===== config.mk =====
export PLATFORM = sky130hd
export DESIGN_NAME = gp_timer_time_base
export DESIGN_NICKNAME = d
export VERILOG_FILES = /design/src/gp_timer_pkg.sv /design/src/gp_timer_time_base.sv
export SDC_FILE = /design/constraint.sdc
export NUM_CORES = 1
export LEC_CHECK = 0
export BUFFER_PORTS_ARGS = -buffer_cell sky130_fd_sc_hd__buf_4
export CAP_MARGIN = 30
export CORE_UTILIZATION = 60
export CTS_CLUSTER_DIAMETER = 30
export DETAILED_ROUTE_END_ITERATION = 16
export GPL_ROUTABILITY_DRIVEN = 0
export HOLD_SLACK_MARGIN = 0.05
export PLACE_DENSITY = 0.81
export SLEW_MARGIN = 20
export SYNTH_ARGS = -nofsm -noshare
export SYNTH_HDL_FRONTEND = slang
export SYNTH_SLANG_ARGS = --single-unit

===== constraint.sdc =====
create_clock -name clock -period 6.82 [get_ports clock]
set_clock_uncertainty 0.05 [all_clocks]
set_input_delay 0.341 -clock clock [delete_from_list [all_inputs] [get_ports clock]]
set_output_delay 0.341 -clock clock [all_outputs]
set_load 0.005 [all_outputs]

===== src/gp_timer_pkg.sv =====
// Package with register map, field positions and reset values of the timer.
package gp_timer_pkg;
    localparam int ADDR_W = 4;
    localparam logic [ADDR_W-1:0] ADDR_CONTROL   = 4'h0;
    localparam logic [ADDR_W-1:0] ADDR_EVENT_GEN = 4'h1;
    localparam logic [ADDR_W-1:0] ADDR_FLAG      = 4'h2;
    localparam logic [ADDR_W-1:0] ADDR_COUNT     = 4'h3;
    localparam logic [ADDR_W-1:0] ADDR_PRESCALE  = 4'h4;
    localparam logic [ADDR_W-1:0] ADDR_RELOAD    = 4'h5;
    localparam logic [ADDR_W-1:0] ADDR_CHANNEL   = 4'h6;
    localparam logic [ADDR_W-1:0] ADDR_OPTION    = 4'h7;
    localparam int CTL_EN   = 0;
    localparam int CTL_UDIS = 1;
    localparam int CTL_URS  = 2;
    localparam int CTL_ARBE = 7;
    localparam int EGR_UG   = 0;
    localparam int FLG_UIF  = 0;
    localparam int CHAN_N   = 4;
    localparam int CHAN_OUT_LSB = 0;
    localparam int CHAN_EN_LSB  = 4;
    localparam int EXP_W    = 4;
    localparam logic [15:0] RESET_COUNT  = 16'h0000;
    localparam logic [15:0] RESET_RELOAD = 16'hFFFF;
    localparam logic [15:0] ZERO16       = 16'h0000;
    localparam logic [15:0] ONE16        = 16'h0001;
endpackage


===== src/gp_timer_time_base.sv =====
// Up-counting time base of a general-purpose timer with register port.
// How it works
// - A 16-bit counter with auto-reload value, fed through the prescaler.
// - Prescaler is a 16-bit counter dividing by two to a 4-bit power.
// - A new prescale exponent waits in a buffer until the next update.
// - Counter, reload and prescale read and write at any time.
// - Reload buffer goes to shadow at once, or per update when buffered.
// - Overflow makes an update unless disabled; software may force one.
// - Counter advances only on prescaler ticks while enable bit set.
// - Internal run signal follows the enable bit one cycle later.
// - Counting ignores core debug halt.
// - Up count from 0 to reload value, then wrap to 0 with overflow.
// - Update also from update-generate bit or slave request input.
// - Update-disable blocks all updates and freezes the prescaler shadow, and the reload shadow when buffered.
// - Software update restarts counter and prescaler, loading the buffered ratio.
// - With request-source set, software update leaves the flag clear.
// - Update sets flag, loads prescaler and reload shadows.
// - Interrupt request raised from update flag and other event inputs.
// - Timer drives a pin when its channel is output and enabled.
// - Per-channel remap bit routes channel to port A or port B pin.
// - External clock and mask inputs act only in external clock mode.
// - Each timer instance stands alone and shares no resources.
module gp_timer_time_base
    import gp_timer_pkg::*;
(
    input  wire logic              clock,
    input  wire logic              rst_n,
    input  wire logic [ADDR_W-1:0] regAddr,
    input  wire logic [15:0]       regWrData,
    input  wire logic              regWrite,
    input  wire logic              regRead,
    output logic      [15:0]       regRdData,
    input  wire logic              slaveUpdateReq,
    input  wire logic              externalClockMode,
    input  wire logic              external_clock_input,
    input  wire logic              clock_mask_input,
    input  wire logic              otherEventIrq,
    input  wire logic              debugHalt,
    input  wire logic [CHAN_N-1:0] channelOut,
    input  wire logic [CHAN_N-1:0] peripheralOut,
    output logic      [CHAN_N-1:0] portAPin,
    output logic      [CHAN_N-1:0] portBPin,
    output logic      [CHAN_N-1:0] portADrive,
    output logic      [CHAN_N-1:0] portBDrive,
    output logic                   irq,
    output logic                   updateEventOut,
    output logic                   counter_run_signal
);
    logic        rstMeta_r;
    logic        rstSync_r;
    logic [7:0]  control_reg_one_r;
    logic [15:0] count_value_reg_r;
    logic [EXP_W-1:0] prescale_exponent_r;
    logic [EXP_W-1:0] prescaleShadow_r;
    logic [15:0] prescaleCount_r;
    logic [15:0] reload_value_reg_r;
    logic [15:0] reloadShadow_r;
    logic        update_flag_r;
    logic [7:0]  channel_mode_reg_r;
    logic [CHAN_N-1:0] channel_pin_remap_r;
    logic        run_r;
    logic        extPrev_r;
    logic        counter_tick_clock;
    logic        swUpdate;
    logic        overflow;
    logic        update_event;
    logic [15:0] reloadActive;
    logic        sourceTick;
    logic [15:0] rdData_nxt;
    logic [15:0] rdData_r;
    logic        flagSet;
    logic [CHAN_N-1:0] ownMask;

    function automatic logic wrHit(input logic [ADDR_W-1:0] a);
        return regWrite && (regAddr == a);
    endfunction

    // Reset is released through two flops so deassertion is clean.
    always_ff @(posedge clock or negedge rst_n)
    begin
        if (!rst_n)
        begin
            rstMeta_r <= 1'b0;
            rstSync_r <= 1'b0;
        end
        else
        begin
            rstMeta_r <= 1'b1;
            rstSync_r <= rstMeta_r;
        end
    end

    always_ff @(posedge clock or negedge rstSync_r)
    begin
        if (!rstSync_r)
            control_reg_one_r <= 8'h00;
        else if (wrHit(ADDR_CONTROL))
            control_reg_one_r <= regWrData[7:0];
    end

    always_ff @(posedge clock or negedge rstSync_r)
    begin
        if (!rstSync_r)
            run_r <= 1'b0;
        else
            run_r <= control_reg_one_r[CTL_EN];
    end
    assign counter_run_signal = run_r;

    // Debug halt is deliberately not used: the timer keeps counting.

    // External edge detection only matters in external clock mode.
    always_ff @(posedge clock or negedge rstSync_r)
    begin
        if (!rstSync_r)
            extPrev_r <= 1'b0;
        else
            extPrev_r <= external_clock_input;
    end
    assign sourceTick = externalClockMode
        ? (external_clock_input && !extPrev_r && !clock_mask_input)
        : 1'b1;

    assign swUpdate = wrHit(ADDR_EVENT_GEN) && regWrData[EGR_UG];
    assign reloadActive = control_reg_one_r[CTL_ARBE]
        ? reloadShadow_r : reload_value_reg_r;

    // Prescaler ticks when its count reaches 2^exp - 1.
    assign counter_tick_clock = run_r && sourceTick
        && (prescaleCount_r == ((ONE16 << prescaleShadow_r) - ONE16));
    assign overflow = counter_tick_clock
        && (count_value_reg_r >= reloadActive);
    assign update_event = !control_reg_one_r[CTL_UDIS]
        && (overflow || swUpdate || slaveUpdateReq);
    assign updateEventOut = update_event;

    always_ff @(posedge clock or negedge rstSync_r)
    begin
        if (!rstSync_r)
            prescaleCount_r <= ZERO16;
        else if (update_event && !overflow)
            prescaleCount_r <= ZERO16;
        else if (counter_tick_clock)
            prescaleCount_r <= ZERO16;
        else if (run_r && sourceTick)
            prescaleCount_r <= prescaleCount_r + ONE16;
    end

    always_ff @(posedge clock or negedge rstSync_r)
    begin
        if (!rstSync_r)
            count_value_reg_r <= RESET_COUNT;
        else if (update_event && !overflow)
            count_value_reg_r <= ZERO16;
        else if (wrHit(ADDR_COUNT))
            count_value_reg_r <= regWrData;
        else if (overflow)
            count_value_reg_r <= ZERO16;
        else if (counter_tick_clock)
            count_value_reg_r <= count_value_reg_r + ONE16;
    end

    always_ff @(posedge clock or negedge rstSync_r)
    begin
        if (!rstSync_r)
            prescale_exponent_r <= '0;
        else if (wrHit(ADDR_PRESCALE))
            prescale_exponent_r <= regWrData[EXP_W-1:0];
    end

    always_ff @(posedge clock or negedge rstSync_r)
    begin
        if (!rstSync_r)
            prescaleShadow_r <= '0;
        else if (update_event)
            prescaleShadow_r <= prescale_exponent_r;
    end

    always_ff @(posedge clock or negedge rstSync_r)
    begin
        if (!rstSync_r)
            reload_value_reg_r <= RESET_RELOAD;
        else if (wrHit(ADDR_RELOAD))
            reload_value_reg_r <= regWrData;
    end

    always_ff @(posedge clock or negedge rstSync_r)
    begin
        if (!rstSync_r)
            reloadShadow_r <= RESET_RELOAD;
        else if (update_event || !control_reg_one_r[CTL_ARBE])
            reloadShadow_r <= reload_value_reg_r;
    end

    // A software update under request-source select stays silent, but an
    // overflow or a slave request in the same cycle still raises the flag.
    assign flagSet = update_event
        && (overflow || slaveUpdateReq || !control_reg_one_r[CTL_URS]);

    // Hardware set wins over a software clear in the same cycle.
    always_ff @(posedge clock or negedge rstSync_r)
    begin
        if (!rstSync_r)
            update_flag_r <= 1'b0;
        else if (flagSet)
            update_flag_r <= 1'b1;
        else if (wrHit(ADDR_FLAG) && regWrData[FLG_UIF])
            update_flag_r <= 1'b0;
    end
    assign irq = update_flag_r || otherEventIrq;

    always_ff @(posedge clock or negedge rstSync_r)
    begin
        if (!rstSync_r)
            channel_mode_reg_r <= 8'h00;
        else if (wrHit(ADDR_CHANNEL))
            channel_mode_reg_r <= regWrData[7:0];
    end

    always_ff @(posedge clock or negedge rstSync_r)
    begin
        if (!rstSync_r)
            channel_pin_remap_r <= '0;
        else if (wrHit(ADDR_OPTION))
            channel_pin_remap_r <= regWrData[CHAN_N-1:0];
    end

    assign ownMask = channel_mode_reg_r[CHAN_OUT_LSB +: CHAN_N]
        & channel_mode_reg_r[CHAN_EN_LSB +: CHAN_N];

    // Each instance owns all its state, so two timers share nothing.
    always_comb
    begin
        for (int i = 0; i < CHAN_N; i++)
        begin
            logic timerOwns;
            timerOwns = channel_mode_reg_r[CHAN_OUT_LSB + i]
                && channel_mode_reg_r[CHAN_EN_LSB + i];
            portAPin[i]   = timerOwns ? channelOut[i]
                                      : peripheralOut[i];
            portBPin[i]   = portAPin[i];
            portADrive[i] = !channel_pin_remap_r[i];
            portBDrive[i] = channel_pin_remap_r[i];
        end
    end

    always_comb
    begin
        unique case (regAddr)
            ADDR_CONTROL:  rdData_nxt = {8'h00, control_reg_one_r};
            ADDR_FLAG:     rdData_nxt = {15'h0000, update_flag_r};
            ADDR_COUNT:    rdData_nxt = count_value_reg_r;
            ADDR_PRESCALE: rdData_nxt = {12'h000, prescale_exponent_r};
            ADDR_RELOAD:   rdData_nxt = reload_value_reg_r;
            ADDR_CHANNEL:  rdData_nxt = {8'h00, channel_mode_reg_r};
            ADDR_OPTION:   rdData_nxt = {12'h000, channel_pin_remap_r};
            default:       rdData_nxt = ZERO16;
        endcase
    end

    always_ff @(posedge clock or negedge rstSync_r)
    begin
        if (!rstSync_r)
            rdData_r <= ZERO16;
        else if (regRead)
            rdData_r <= rdData_nxt;
        else
            rdData_r <= ZERO16;
    end
    assign regRdData = rdData_r;
endmodule

# Yosys cells after proc, flatten, opt, wreduce, memory -nomap -nowiden
# Index checks and enable logic that the tools add are counted.
# W data, S select, Z words.
[word_totals] ff_bits=113 inputBits=38 out_inout_bits=35 elab_cells=87
[classes] add_sub_neg=3 n_lt_le_gt_ge=1 n_eq_ne=8 n_shift=1 n_mux=17 reduce_logical=42
[ops] op="$mux W16" n=9
[ops] op="$pmux W16 S7" n=1
[ops] op="$add A16 B1 Y16 const B" n=2
[ops] op="$logic_and A1 B1 Y1" n=22
[ops] op="$eq A16 B16 Y1" n=1
[ops] op="$eq A4 B3 Y1 const B" n=4
[ops] op="$ge A16 B16 Y1" n=1
[ops] op="$shl A1 B4 Y16 const A" n=1
[ops] op="$sub A16 B1 Y16 const B" n=1
[ops] op="$logic_not A1 Y1" n=10
[ops] op="$eq A4 B2 Y1 const B" n=2
[ops] op="$mux W1" n=7
[ops] op="$logic_or A1 B1 Y1" n=6
[ops] op="$eq A4 B1 Y1 const B" n=1
[ops] op="$logic_not A4 Y1" n=1
[ops] op="$reduce_bool A4 Y1" n=1
[ops] op="$reduce_bool A3 Y1" n=1
[ops] op="$reduce_bool A2 Y1" n=1

# Logic depth before layout (Yosys ltp)
# Gate-level depths: netlist (run 1).
[depth] depth_word=12 depth_mapped=17 ltp_nobuf=11

# Worst setup path after synthesis (run 1)
# OpenSTA, ideal clock, no wires.
[synth_timing] kind="register to register" start="reg control_reg_one_r[7]" end="reg count_value_reg_r[1]" setup_time_ps=126 arrival_ps=3207 t_required_ps=6644 setup_slack_ps=3437 path_stages_with_launch=14 n_path_buf=3 synth_period_minus_slack_ps=3383 path_cell_list="dfrtp_1 -> clkbuf_1 -> buf_1 -> o21ai_0 -> ha_1 -> nand2b_1 -> a21oi_1 -> o211ai_1 -> a41oi_1 -> o21ai_1 -> nand3b_2 -> buf_2 -> inv_1 -> a221o_1"
[synth_between] elab_chain_cells=8 elab_cells_between_ends=12 cone_classes="1 x order compare; 4 x mux; 7 x reduce/logical"
[synth_lines] element="start: declaration" line_no="gp_timer_time_base.sv:51" rtl="logic [7:0] control_reg_one_r;"
[synth_lines] element="start signal: assignment" line_no="gp_timer_time_base.sv:98" rtl="control_reg_one_r <= regWrData[7:0];"
[synth_lines] element="$mux W16 (*)" line_no="gp_timer_time_base.sv:126" rtl="? reloadShadow_r : reload_value_reg_r;"
[synth_lines] element="$ge A16 B16 Y1 (*)" line_no="gp_timer_time_base.sv:132" rtl="&& (count_value_reg_r >= reloadActive);"
[synth_lines] element="$logic_and A1 B1 Y1 (*)" line_no="gp_timer_time_base.sv:132"
[synth_lines] element="$logic_or A1 B1 Y1 (2 in a row)" line_no="gp_timer_time_base.sv:134" rtl="&& (overflow || swUpdate || slaveUpdateReq);"
[synth_lines] element="$logic_and A1 B1 Y1" line_no="gp_timer_time_base.sv:134"
[synth_lines] element="$logic_and A1 B1 Y1" line_no="gp_timer_time_base.sv:153" rtl="else if (update_event && !overflow)"
[synth_lines] element="$reduce_bool A4 Y1 (no source line) or $mux W16 (tied branches)"
[synth_lines] element="end signal: assignment" line_no="gp_timer_time_base.sv:156" rtl="count_value_reg_r <= regWrData;"
[synth_lines] element="end signal: assignment" line_no="gp_timer_time_base.sv:160" rtl="count_value_reg_r <= count_value_reg_r + ONE16;"
[synth_lines] element="end: declaration" line_no="gp_timer_time_base.sv:52" rtl="logic [15:0] count_value_reg_r;"
# Every way passes the cells marked *; elsewhere a longest branch is shown, timed or not.
# A chain may end at the register's enable or synchronous reset.

# Worst setup path in the final report (run 1)
[layout_timing] start="reg prescaleShadow_r[2]" end="out updateEventOut"
[layout_between] elab_chain_cells=8
[layout_lines] element="start: declaration" line_no="gp_timer_time_base.sv:54" rtl="logic [EXP_W-1:0] prescaleShadow_r;"
[layout_lines] element="start signal: assignment" line_no="gp_timer_time_base.sv:176" rtl="prescaleShadow_r <= prescale_exponent_r;"
[layout_lines] element="$shl A1 B4 Y16" line_no="gp_timer_time_base.sv:130" rtl="&& (prescaleCount_r == ((ONE16 << prescaleShadow_r) - ONE16));"
[layout_lines] element="$sub A16 B1 Y16" line_no="gp_timer_time_base.sv:130"
[layout_lines] element="$eq A16 B16 Y1" line_no="gp_timer_time_base.sv:130"
[layout_lines] element="$logic_and A1 B1 Y1" line_no="gp_timer_time_base.sv:130"
[layout_lines] element="$logic_and A1 B1 Y1" line_no="gp_timer_time_base.sv:132"
[layout_lines] element="$logic_or A1 B1 Y1 (2 in a row)" line_no="gp_timer_time_base.sv:134"
[layout_lines] element="$logic_and A1 B1 Y1" line_no="gp_timer_time_base.sv:134"
[layout_lines] element="end: declaration" line_no="gp_timer_time_base.sv:46" rtl="output logic updateEventOut,"
# No other way between the ends.

==> results.rst, run 1 <==
.. list-table::
   :header-rows: 1

   * - Metric
     - Value
   * - Master cell of the clock root buffer
     - sky130_fd_sc_hd__clkbuf_8
   * - Post-synth EDFFs
     - 0
   * - Slew Limit Fails
     - 0
   * - Register area share after synthesis
     - 42.87%
   * - Worst setup path class
     - reg -> out
   * - Total number of yosys warnings
     - 0
   * - Number of rows created at floorplan
     - 38
   * - Post-route setup TNS
     - 0 ns
   * - Clock tree from TritonCTS
     - built
   * - Setup crit start kind
     - flop
   * - HP Class
     - in -> reg
   * - Total Routed Length
     - 16.96 mm
   * - Commonest non-fill, non-tap cells in the layout
     - sky130_fd_sc_hd__dfrtp_1, sky130_fd_sc_hd__buf_4, sky130_fd_sc_hd__nand2_1
   * - Reported max-cap violation count
     - 0
   * - Result of the run
     - complete, no violations
   * - Final Setup Violations
     - 0
   * - Mean instance size in the synthesized netlist
     - 10.62 sq um
   * - Synthesized instance count
     - 630
   * - Max H-tree Level
     - 4
   * - IR drop worst, VDD
     - 0.1873 mV
   * - First-pass detailed-route iteration total
     - 5
   * - Category of the worst setup path capture point
     - output port
   * - Width of the chip
     - 107.6 um
   * - Unrepaired setup endpoints after global routing
     - false
   * - Leakage power figure
     - 3.481 nW
   * - Starting Density
     - 61.72%
   * - Initial antenna violation count
     - 0
   * - Die outline height
     - 107.6 um
   * - Post-Syn Area
     - 6690 sq um
   * - IO Pins
     - 73
   * - Maximum net fanout on the critical path
     - 26
   * - Worst-case hold slack
     - 0.05942 ns
   * - Remaining global-route overflow
     - 0
   * - Maximum operating frequency
     - 0.1941 GHz
   * - Share of final-layout standard cells stronger than drive strength 1
     - 31.03%
   * - Slowest stage cell, crit path
     - sky130_fd_sc_hd__dfrtp_1
   * - Final Hold Viols
     - 0
   * - DR vias
     - 5515
   * - Share of flip-flops with an asynchronous set or reset
     - 100.0%
   * - Via density per instance
     - 6.496
   * - Largest net degree at the start of global routing
     - 74
   * - Post-route antenna net violation count
     - 0
   * - Worst endpoint required time
     - 6.43 ns
   * - Remaining routing DRC violations
     - 0
   * - Netlist cell types
     - 77
   * - Total power per unit cell area
     - 331.3 nW/um^2
   * - Number of buffers added by the clock tree synthesis step
     - 17
   * - Main flop type after synthesis
     - sky130_fd_sc_hd__dfrtp_1
   * - Via count of the first global-routing pass
     - 5480
   * - Series of cell instances along the critical path
     - nor3_1 > nand2_1 > ha_1 > nor2_1 > a21oi_1 > o21ai_0 > nor4_1 > and4_1 > a21boi_2 > nor2_4 > buf_4
   * - Total track usage
     - 31.36%
   * - DP HPWL
     - 11.18 mm
   * - Area growth from synthesis to layout
     - 18.98%
   * - Seq cells post-synth
     - 113
   * - Largest buffer count on any clock path
     - 2
   * - Nets
     - 753
   * - IO buf count
     - 71
   * - Shortest clock period the worst path allows after layout
     - 5.151 ns
   * - Slowest cell delay on critical path
     - 0.89 ns
   * - Crit share post-route
     - 75.53%
   * - Initial DRC count
     - 464
   * - Antenna fix cells
     - 0
   * - Arrival @ worst endpoint
     - 4.76 ns
   * - Most frequent standard cell in the layout excluding fill and tap cells
     - sky130_fd_sc_hd__dfrtp_1
   * - First-pass GRT wire length
     - 27.68 mm
   * - Post-DR wirelength/cell
     - 19.97 um
   * - Syn_nets
     - 687
   * - Clock-pin slew on the worst setup and hold paths
     - 0.06 ns
   * - Slew Limit Headroom
     - 39.86%
   * - Clock insertion delay at the later pin of the skew report
     - 0.54 ns
   * - Core region area
     - 10840 sq um
   * - Clock Sinks
     - 113
   * - Die footprint
     - 11580 sq um
   * - Transition time at the pin with the least slew margin
     - 0.9002 ns
[timing repair]
item | in CTS | in global routing
hold endpoints to repair | 36 | 0
setup buffers | 0 | 0
hold buffers | 17 | 0
resized for setup | 0 | 0
[sequential cells by signal (all words and copies together) (netlist names)]
register	count
rstMeta_r	1
portBDrive	4
reloadShadow_r	16
count_value_reg_r	16
extPrev_r	1
prescale_exponent_r	4
reload_value_reg_r	16
rstSync_r	1
update_flag_r	1
control_reg_one_r	8
prescaleShadow_r	4
prescaleCount_r	16
regRdData	16
counter_run_signal	1
channel_mode_reg_r	8
[cell type report]
cell class                      instances  area (sq um)
Multi-Input combinational cell        457          3491
Tap cell                              140         175.2
Timing Repair Buffer                   93         760.7
Clock inverter                         10         156.4
Clock buffer                           22         452.9
Fill cell                             713          2880
Inverter                               14         52.55
Sequential cell                       113          2872
[routing by layer]
metal  vias to the layer above  wire (um)  GRT usage (%)
met3                        41       1067          6.598
met4                         0        393          13.01
met5                         -          0              0
met1                      2702       7127          41.39
met2                       280       8371          50.18
li1                       2492          -              -
[cells by family after synthesis]
kind of cell,synth area share [%]
AND/OR/NAND/NOR,16.83
buffers and inverters,4.956
multiplexers,11.13
adder cells (fa/ha/maj),3.553
XOR/XNOR,1.309
AO/OA/AOI/OAI,19.30
other,0.05605
flip-flops,42.87
[path summary, 6_finish.rpt]
kind / from / to / slack (ns) / cells past startpoint
max: prescaleShadow_r[2] / updateEventOut / 1.67 / 11
min: regWrData[0] / portBDrive[0] / 0.06 / 3
max reg2reg: prescaleShadow_r[2] / prescaleShadow_r[0] / 2.26 / 11
min reg2reg: rstSync_r / prescale_exponent_r[2] / 0.26 / 0
max in group asynchronous: rstSync_r / reload_value_reg_r[7] / 5.41 / 2
min in group asynchronous: rst_n / rstSync_r / 0.07 / 2
[cell usage after synthesis (5+ instances only)]
| cell | instances | share of area, % |
|---|---|---|
| sky130_fd_sc_hd__xor2_1 | 5 | 0.65 |
| sky130_fd_sc_hd__buf_2 | 10 | 0.75 |
| sky130_fd_sc_hd__nor4_1 | 7 | 0.65 |
| sky130_fd_sc_hd__ha_1 | 19 | 3.6 |
| sky130_fd_sc_hd__o2bb2ai_2 | 10 | 2.2 |
| sky130_fd_sc_hd__a22o_1 | 11 | 1.4 |
| sky130_fd_sc_hd__nor2b_1 | 7 | 0.65 |
| sky130_fd_sc_hd__nand3_1 | 17 | 1.3 |
| sky130_fd_sc_hd__nor3b_1 | 8 | 0.90 |
| sky130_fd_sc_hd__a22oi_1 | 8 | 0.90 |
| sky130_fd_sc_hd__nand2_1 | 52 | 2.9 |
| sky130_fd_sc_hd__nand2b_1 | 6 | 0.56 |
| sky130_fd_sc_hd__o21ai_0 | 19 | 1.4 |
| sky130_fd_sc_hd__a221o_1 | 9 | 1.3 |
| sky130_fd_sc_hd__a222oi_1 | 7 | 1.0 |
| sky130_fd_sc_hd__mux2_2 | 43 | 7.2 |
| sky130_fd_sc_hd__a21oi_1 | 20 | 1.5 |
| sky130_fd_sc_hd__buf_6 | 8 | 1.3 |
| sky130_fd_sc_hd__a21o_1 | 10 | 1.1 |
| sky130_fd_sc_hd__clkbuf_1 | 17 | 0.95 |
| sky130_fd_sc_hd__inv_1 | 14 | 0.79 |
| sky130_fd_sc_hd__nor4b_1 | 5 | 0.65 |
| sky130_fd_sc_hd__o21ai_1 | 10 | 0.75 |
| sky130_fd_sc_hd__nand4_1 | 6 | 0.56 |
| sky130_fd_sc_hd__buf_4 | 9 | 1.0 |
| sky130_fd_sc_hd__o2bb2ai_1 | 8 | 1.0 |
| sky130_fd_sc_hd__mux2i_1 | 17 | 2.5 |
| sky130_fd_sc_hd__nand3b_1 | 5 | 0.56 |
| sky130_fd_sc_hd__xnor2_1 | 5 | 0.65 |
| sky130_fd_sc_hd__dfstp_2 | 32 | 13 |
| sky130_fd_sc_hd__nor2_1 | 42 | 2.4 |
| sky130_fd_sc_hd__dfrtp_1 | 81 | 30 |
| sky130_fd_sc_hd__and3_1 | 15 | 1.4 |
[report_power, final]
part | internal, mW | switching, mW
Sequential | 0.832 | 0.189
Clock | 0.611 | 0.312
Combinational | 0.350 | 0.344
[metrics by stage]
stage	instance area, sq um	util [%]	worst slack [ns]	cells	total power [mW]
CTS	7933	73.18	1.769	848	2.625
detailed placement	7153	65.99	2.323	799	1.693
global route	7960	73.43	1.350	849	2.760
floorplan	6690	-	3.437	630	1.528
global placement	7153	65.99	2.453	799	1.649
finish	7960	73.43	1.669	849	2.638
[critical path, delay by kind of cell (launching register included)]
| kind | cells | cell delay (ns) |
|---|---|---|
| buffers and inverters | 1 | 0.23 |
| DFF | 1 | 0.89 |
| and+or+nand+nor | 6 | 2.14 |
| AOI/OAI and AO/OA | 3 | 0.53 |
| adders and majority gates | 1 | 0.40 |
No activity file was read; power rests on OpenSTA's default activity.
==> run 2: changes to the inputs <==
--- a/config.mk
+++ b/config.mk
@@ -7,12 +7,12 @@
 export LEC_CHECK = 0
 export BUFFER_PORTS_ARGS = -buffer_cell sky130_fd_sc_hd__buf_4
 export CAP_MARGIN = 30
-export CORE_UTILIZATION = 60
+export CORE_UTILIZATION = 54
 export CTS_CLUSTER_DIAMETER = 30
 export DETAILED_ROUTE_END_ITERATION = 16
 export GPL_ROUTABILITY_DRIVEN = 0
 export HOLD_SLACK_MARGIN = 0.05
-export PLACE_DENSITY = 0.81
+export PLACE_DENSITY = 0.77
 export SLEW_MARGIN = 20
 export SYNTH_ARGS = -nofsm -noshare
 export SYNTH_HDL_FRONTEND = slang
==> constraint.sdc (replaced) <==
create_clock -name clock -period 4.7 [get_ports clock]
set_clock_uncertainty 0.05 [all_clocks]
set_input_delay 0.235 -clock clock [delete_from_list [all_inputs] [get_ports clock]]
set_output_delay 0.235 -clock clock [all_outputs]
set_load 0.005 [all_outputs]
==> run 2 against run 1 <==
Flip-flop and latch count unchanged; combinational power rose by 51%; worst setup slack worse by 1.3 ns; critical endpoint unchanged; first-iteration DRC count down 12%; worst hold slack better by 0.012 ns; non-clock buffer count grew 8; sequential power grew 43%; count of clock-buffer cells in the layout is the same; die area rose by 11%; highest routed layer unchanged.
==> results.rst, run 2 (synthesized netlist as in run 1, its figures left out) <==
.. list-table::
   :header-rows: 1

   * - Metric
     - Value
   * - Starting Density
     - 55.47%
   * - Worst setup path class
     - reg -> out
   * - DR vias
     - 5462
   * - Slew Limit Fails
     - 0
   * - IO buf count
     - 71
   * - Slew Limit Headroom
     - 46.30%
   * - Post-route antenna net violation count
     - 0
   * - Clock-pin slew on the worst setup and hold paths
     - 0.05 ns
   * - Total Routed Length
     - 16.70 mm
   * - IO Pins
     - 73
   * - Area of all placed cells without fillers
     - 8061 sq um
   * - Share of final-layout standard cells stronger than drive strength 1
     - 32.08%
   * - Placed Cells
     - 834
   * - Maximum net fanout on the critical path
     - 14
   * - Core region area
     - 12060 sq um
   * - Via density per instance
     - 6.172
   * - Initial DRC count
     - 407
   * - Commonest non-fill, non-tap cells in the layout
     - sky130_fd_sc_hd__buf_4, sky130_fd_sc_hd__dfrtp_1, sky130_fd_sc_hd__nand2_1
   * - Via count of the first global-routing pass
     - 5354
   * - Antenna fix cells
     - 0
   * - Post-DR wirelength/cell
     - 18.87 um
   * - Reported max-cap violation count
     - 0
   * - Crit share post-route
     - 92.12%
   * - Finished Core Util
     - 66.84%
   * - DP HPWL
     - 11.45 mm
   * - Area growth from synthesis to layout
     - 20.50%
   * - Die outline height
     - 113.3 um
   * - Total track usage
     - 27.60%
   * - Largest buffer count on any clock path
     - 2
   * - Post-Place Cell Area
     - 7241 sq um
   * - Shortest clock period the worst path allows after layout
     - 4.330 ns
   * - Hold buffers post-CTS
     - 17
   * - HP Class
     - in -> reg
   * - Unrepaired setup endpoints after global routing
     - false
   * - Clock tree from TritonCTS
     - built
   * - Clock Sinks
     - 113
   * - Series of cell instances along the critical path
     - buf_4 > nor2_1 > nand2_1 > ha_1 > nor2_1 > a21oi_1 > o21ai_0 > nor4_1 > and4_1 > a21boi_2 > nor2_4 > buf_4
   * - Slowest cell delay on critical path
     - 0.62 ns
   * - Pwr Total
     - 3.843 mW
   * - Post-route non-filler standard cell count
     - 885
   * - Leakage power figure
     - 3.527 nW
   * - Most frequent standard cell in the layout excluding fill and tap cells
     - sky130_fd_sc_hd__buf_4
   * - Die footprint
     - 12840 sq um
   * - Largest net degree at the start of global routing
     - 73
   * - Remaining global-route overflow
     - 0
   * - Final Setup Violations
     - 0
   * - Post-CTS repair timing setup buffer count
     - 0
   * - GRT busiest layer
     - met2
   * - Met1 Resource Use GR
     - 38.14%
   * - Number of buffers added by the clock tree synthesis step
     - 17
   * - Result of the run
     - complete, no violations
   * - Count of instances resized after the clock tree is built
     - 0
   * - Initial antenna violation count
     - 0
   * - Slowest stage cell, crit path
     - sky130_fd_sc_hd__dfrtp_1
   * - Final Hold Viols
     - 0
   * - Total power per unit cell area
     - 476.7 nW/um^2
   * - Met3 Track Usage GR
     - 6.160%
   * - Max H-tree Level
     - 4
   * - First-pass GRT wire length
     - 27.35 mm
   * - Arrival @ worst endpoint
     - 4.04 ns
   * - Category of the worst setup path capture point
     - output port
   * - Number of rows created at floorplan
     - 40
   * - Post-route setup TNS
     - 0 ns
   * - First-pass detailed-route iteration total
     - 5
   * - Remaining routing DRC violations
     - 0
   * - Master cell of the clock root buffer
     - sky130_fd_sc_hd__clkbuf_16
   * - Clock insertion delay at the later pin of the skew report
     - 0.43 ns
   * - Transition time at the pin with the least slew margin
     - 0.8035 ns
   * - Setup crit start kind
     - flop
   * - Worst endpoint required time
     - 4.41 ns
   * - Width of the chip
     - 113.3 um
   * - Met2 global-route usage
     - 42.33%
   * - Nets
     - 761
   * - Maximum operating frequency
     - 0.2310 GHz
   * - IR drop worst, VDD
     - 0.3163 mV
## run 2: cell types whose count changed in the layout (fill, tap and decap cells not counted), sizes merged
cell | before | now
buf | 76 | 84
clkinv | 4 | 6
bufinv | 4 | 3
inv | 15 | 14
## run 2: where the power goes
| part | leakage [nW] | switching (mW) | internal, mW |
|---|---|---|---|
| clock network | 0.306 | 0.448 | 0.884 |
| logic | 1.83 | 0.524 | 0.528 |
| registers | 1.39 | 0.250 | 1.21 |
## run 2: cell type report
cell class	instances	area (sq um)
fill	879	4000
multi-input combinational	457	3491
tap	168	210.2
timing repair buffer	101	820.8
clock inverter	10	131.4
sequential	113	2872
clock buffer	22	484.2
inverter	14	52.55
## run 2: through the flow
stage	setup WS, ns	hold WS, ns
2_1_floorplan	1.317	-0.1106
3_3_place_gp	0.8291	-0.03254
3_5_place_dp	0.7617	-0.03138
4_1_cts	0.4137	0.05908
5_1_grt	0.1465	0.06834
6_report	0.3705	0.07173
## run 2: final timing paths
path / from / depth (start not counted) / end / slack [ns]
max: prescaleShadow_r[2] / 12 / updateEventOut / 0.37
min in group asynchronous: rst_n / 2 / rstSync_r / 0.08
max in group asynchronous: rstSync_r / 1 / reload_value_reg_r[9] / 3.51
min reg2reg: rstSync_r / 0 / prescaleShadow_r[2] / 0.20
min: regWrData[0] / 3 / portBDrive[0] / 0.07
max reg2reg: prescaleShadow_r[2] / 12 / count_value_reg_r[5] / 0.71
## run 2: metal layers
metal  up-vias  routed length, um  part of all wire [%]
met5         -                  0                     0
met4         0                331                   2.0
met3        37               1219                   7.3
met2       231               7913                    47
met1      2691               7234                    43
li1       2503                  -                     -
## run 2: critical path: cells and delay by family, from the launching register on
family	cells	cell delay, ns
AOI/OAI and AO/OA	3	0.53
DFF	1	0.62
and+or+nand+nor	6	1.59
adders and majority gates	1	0.38
buffers and inverters	2	0.50
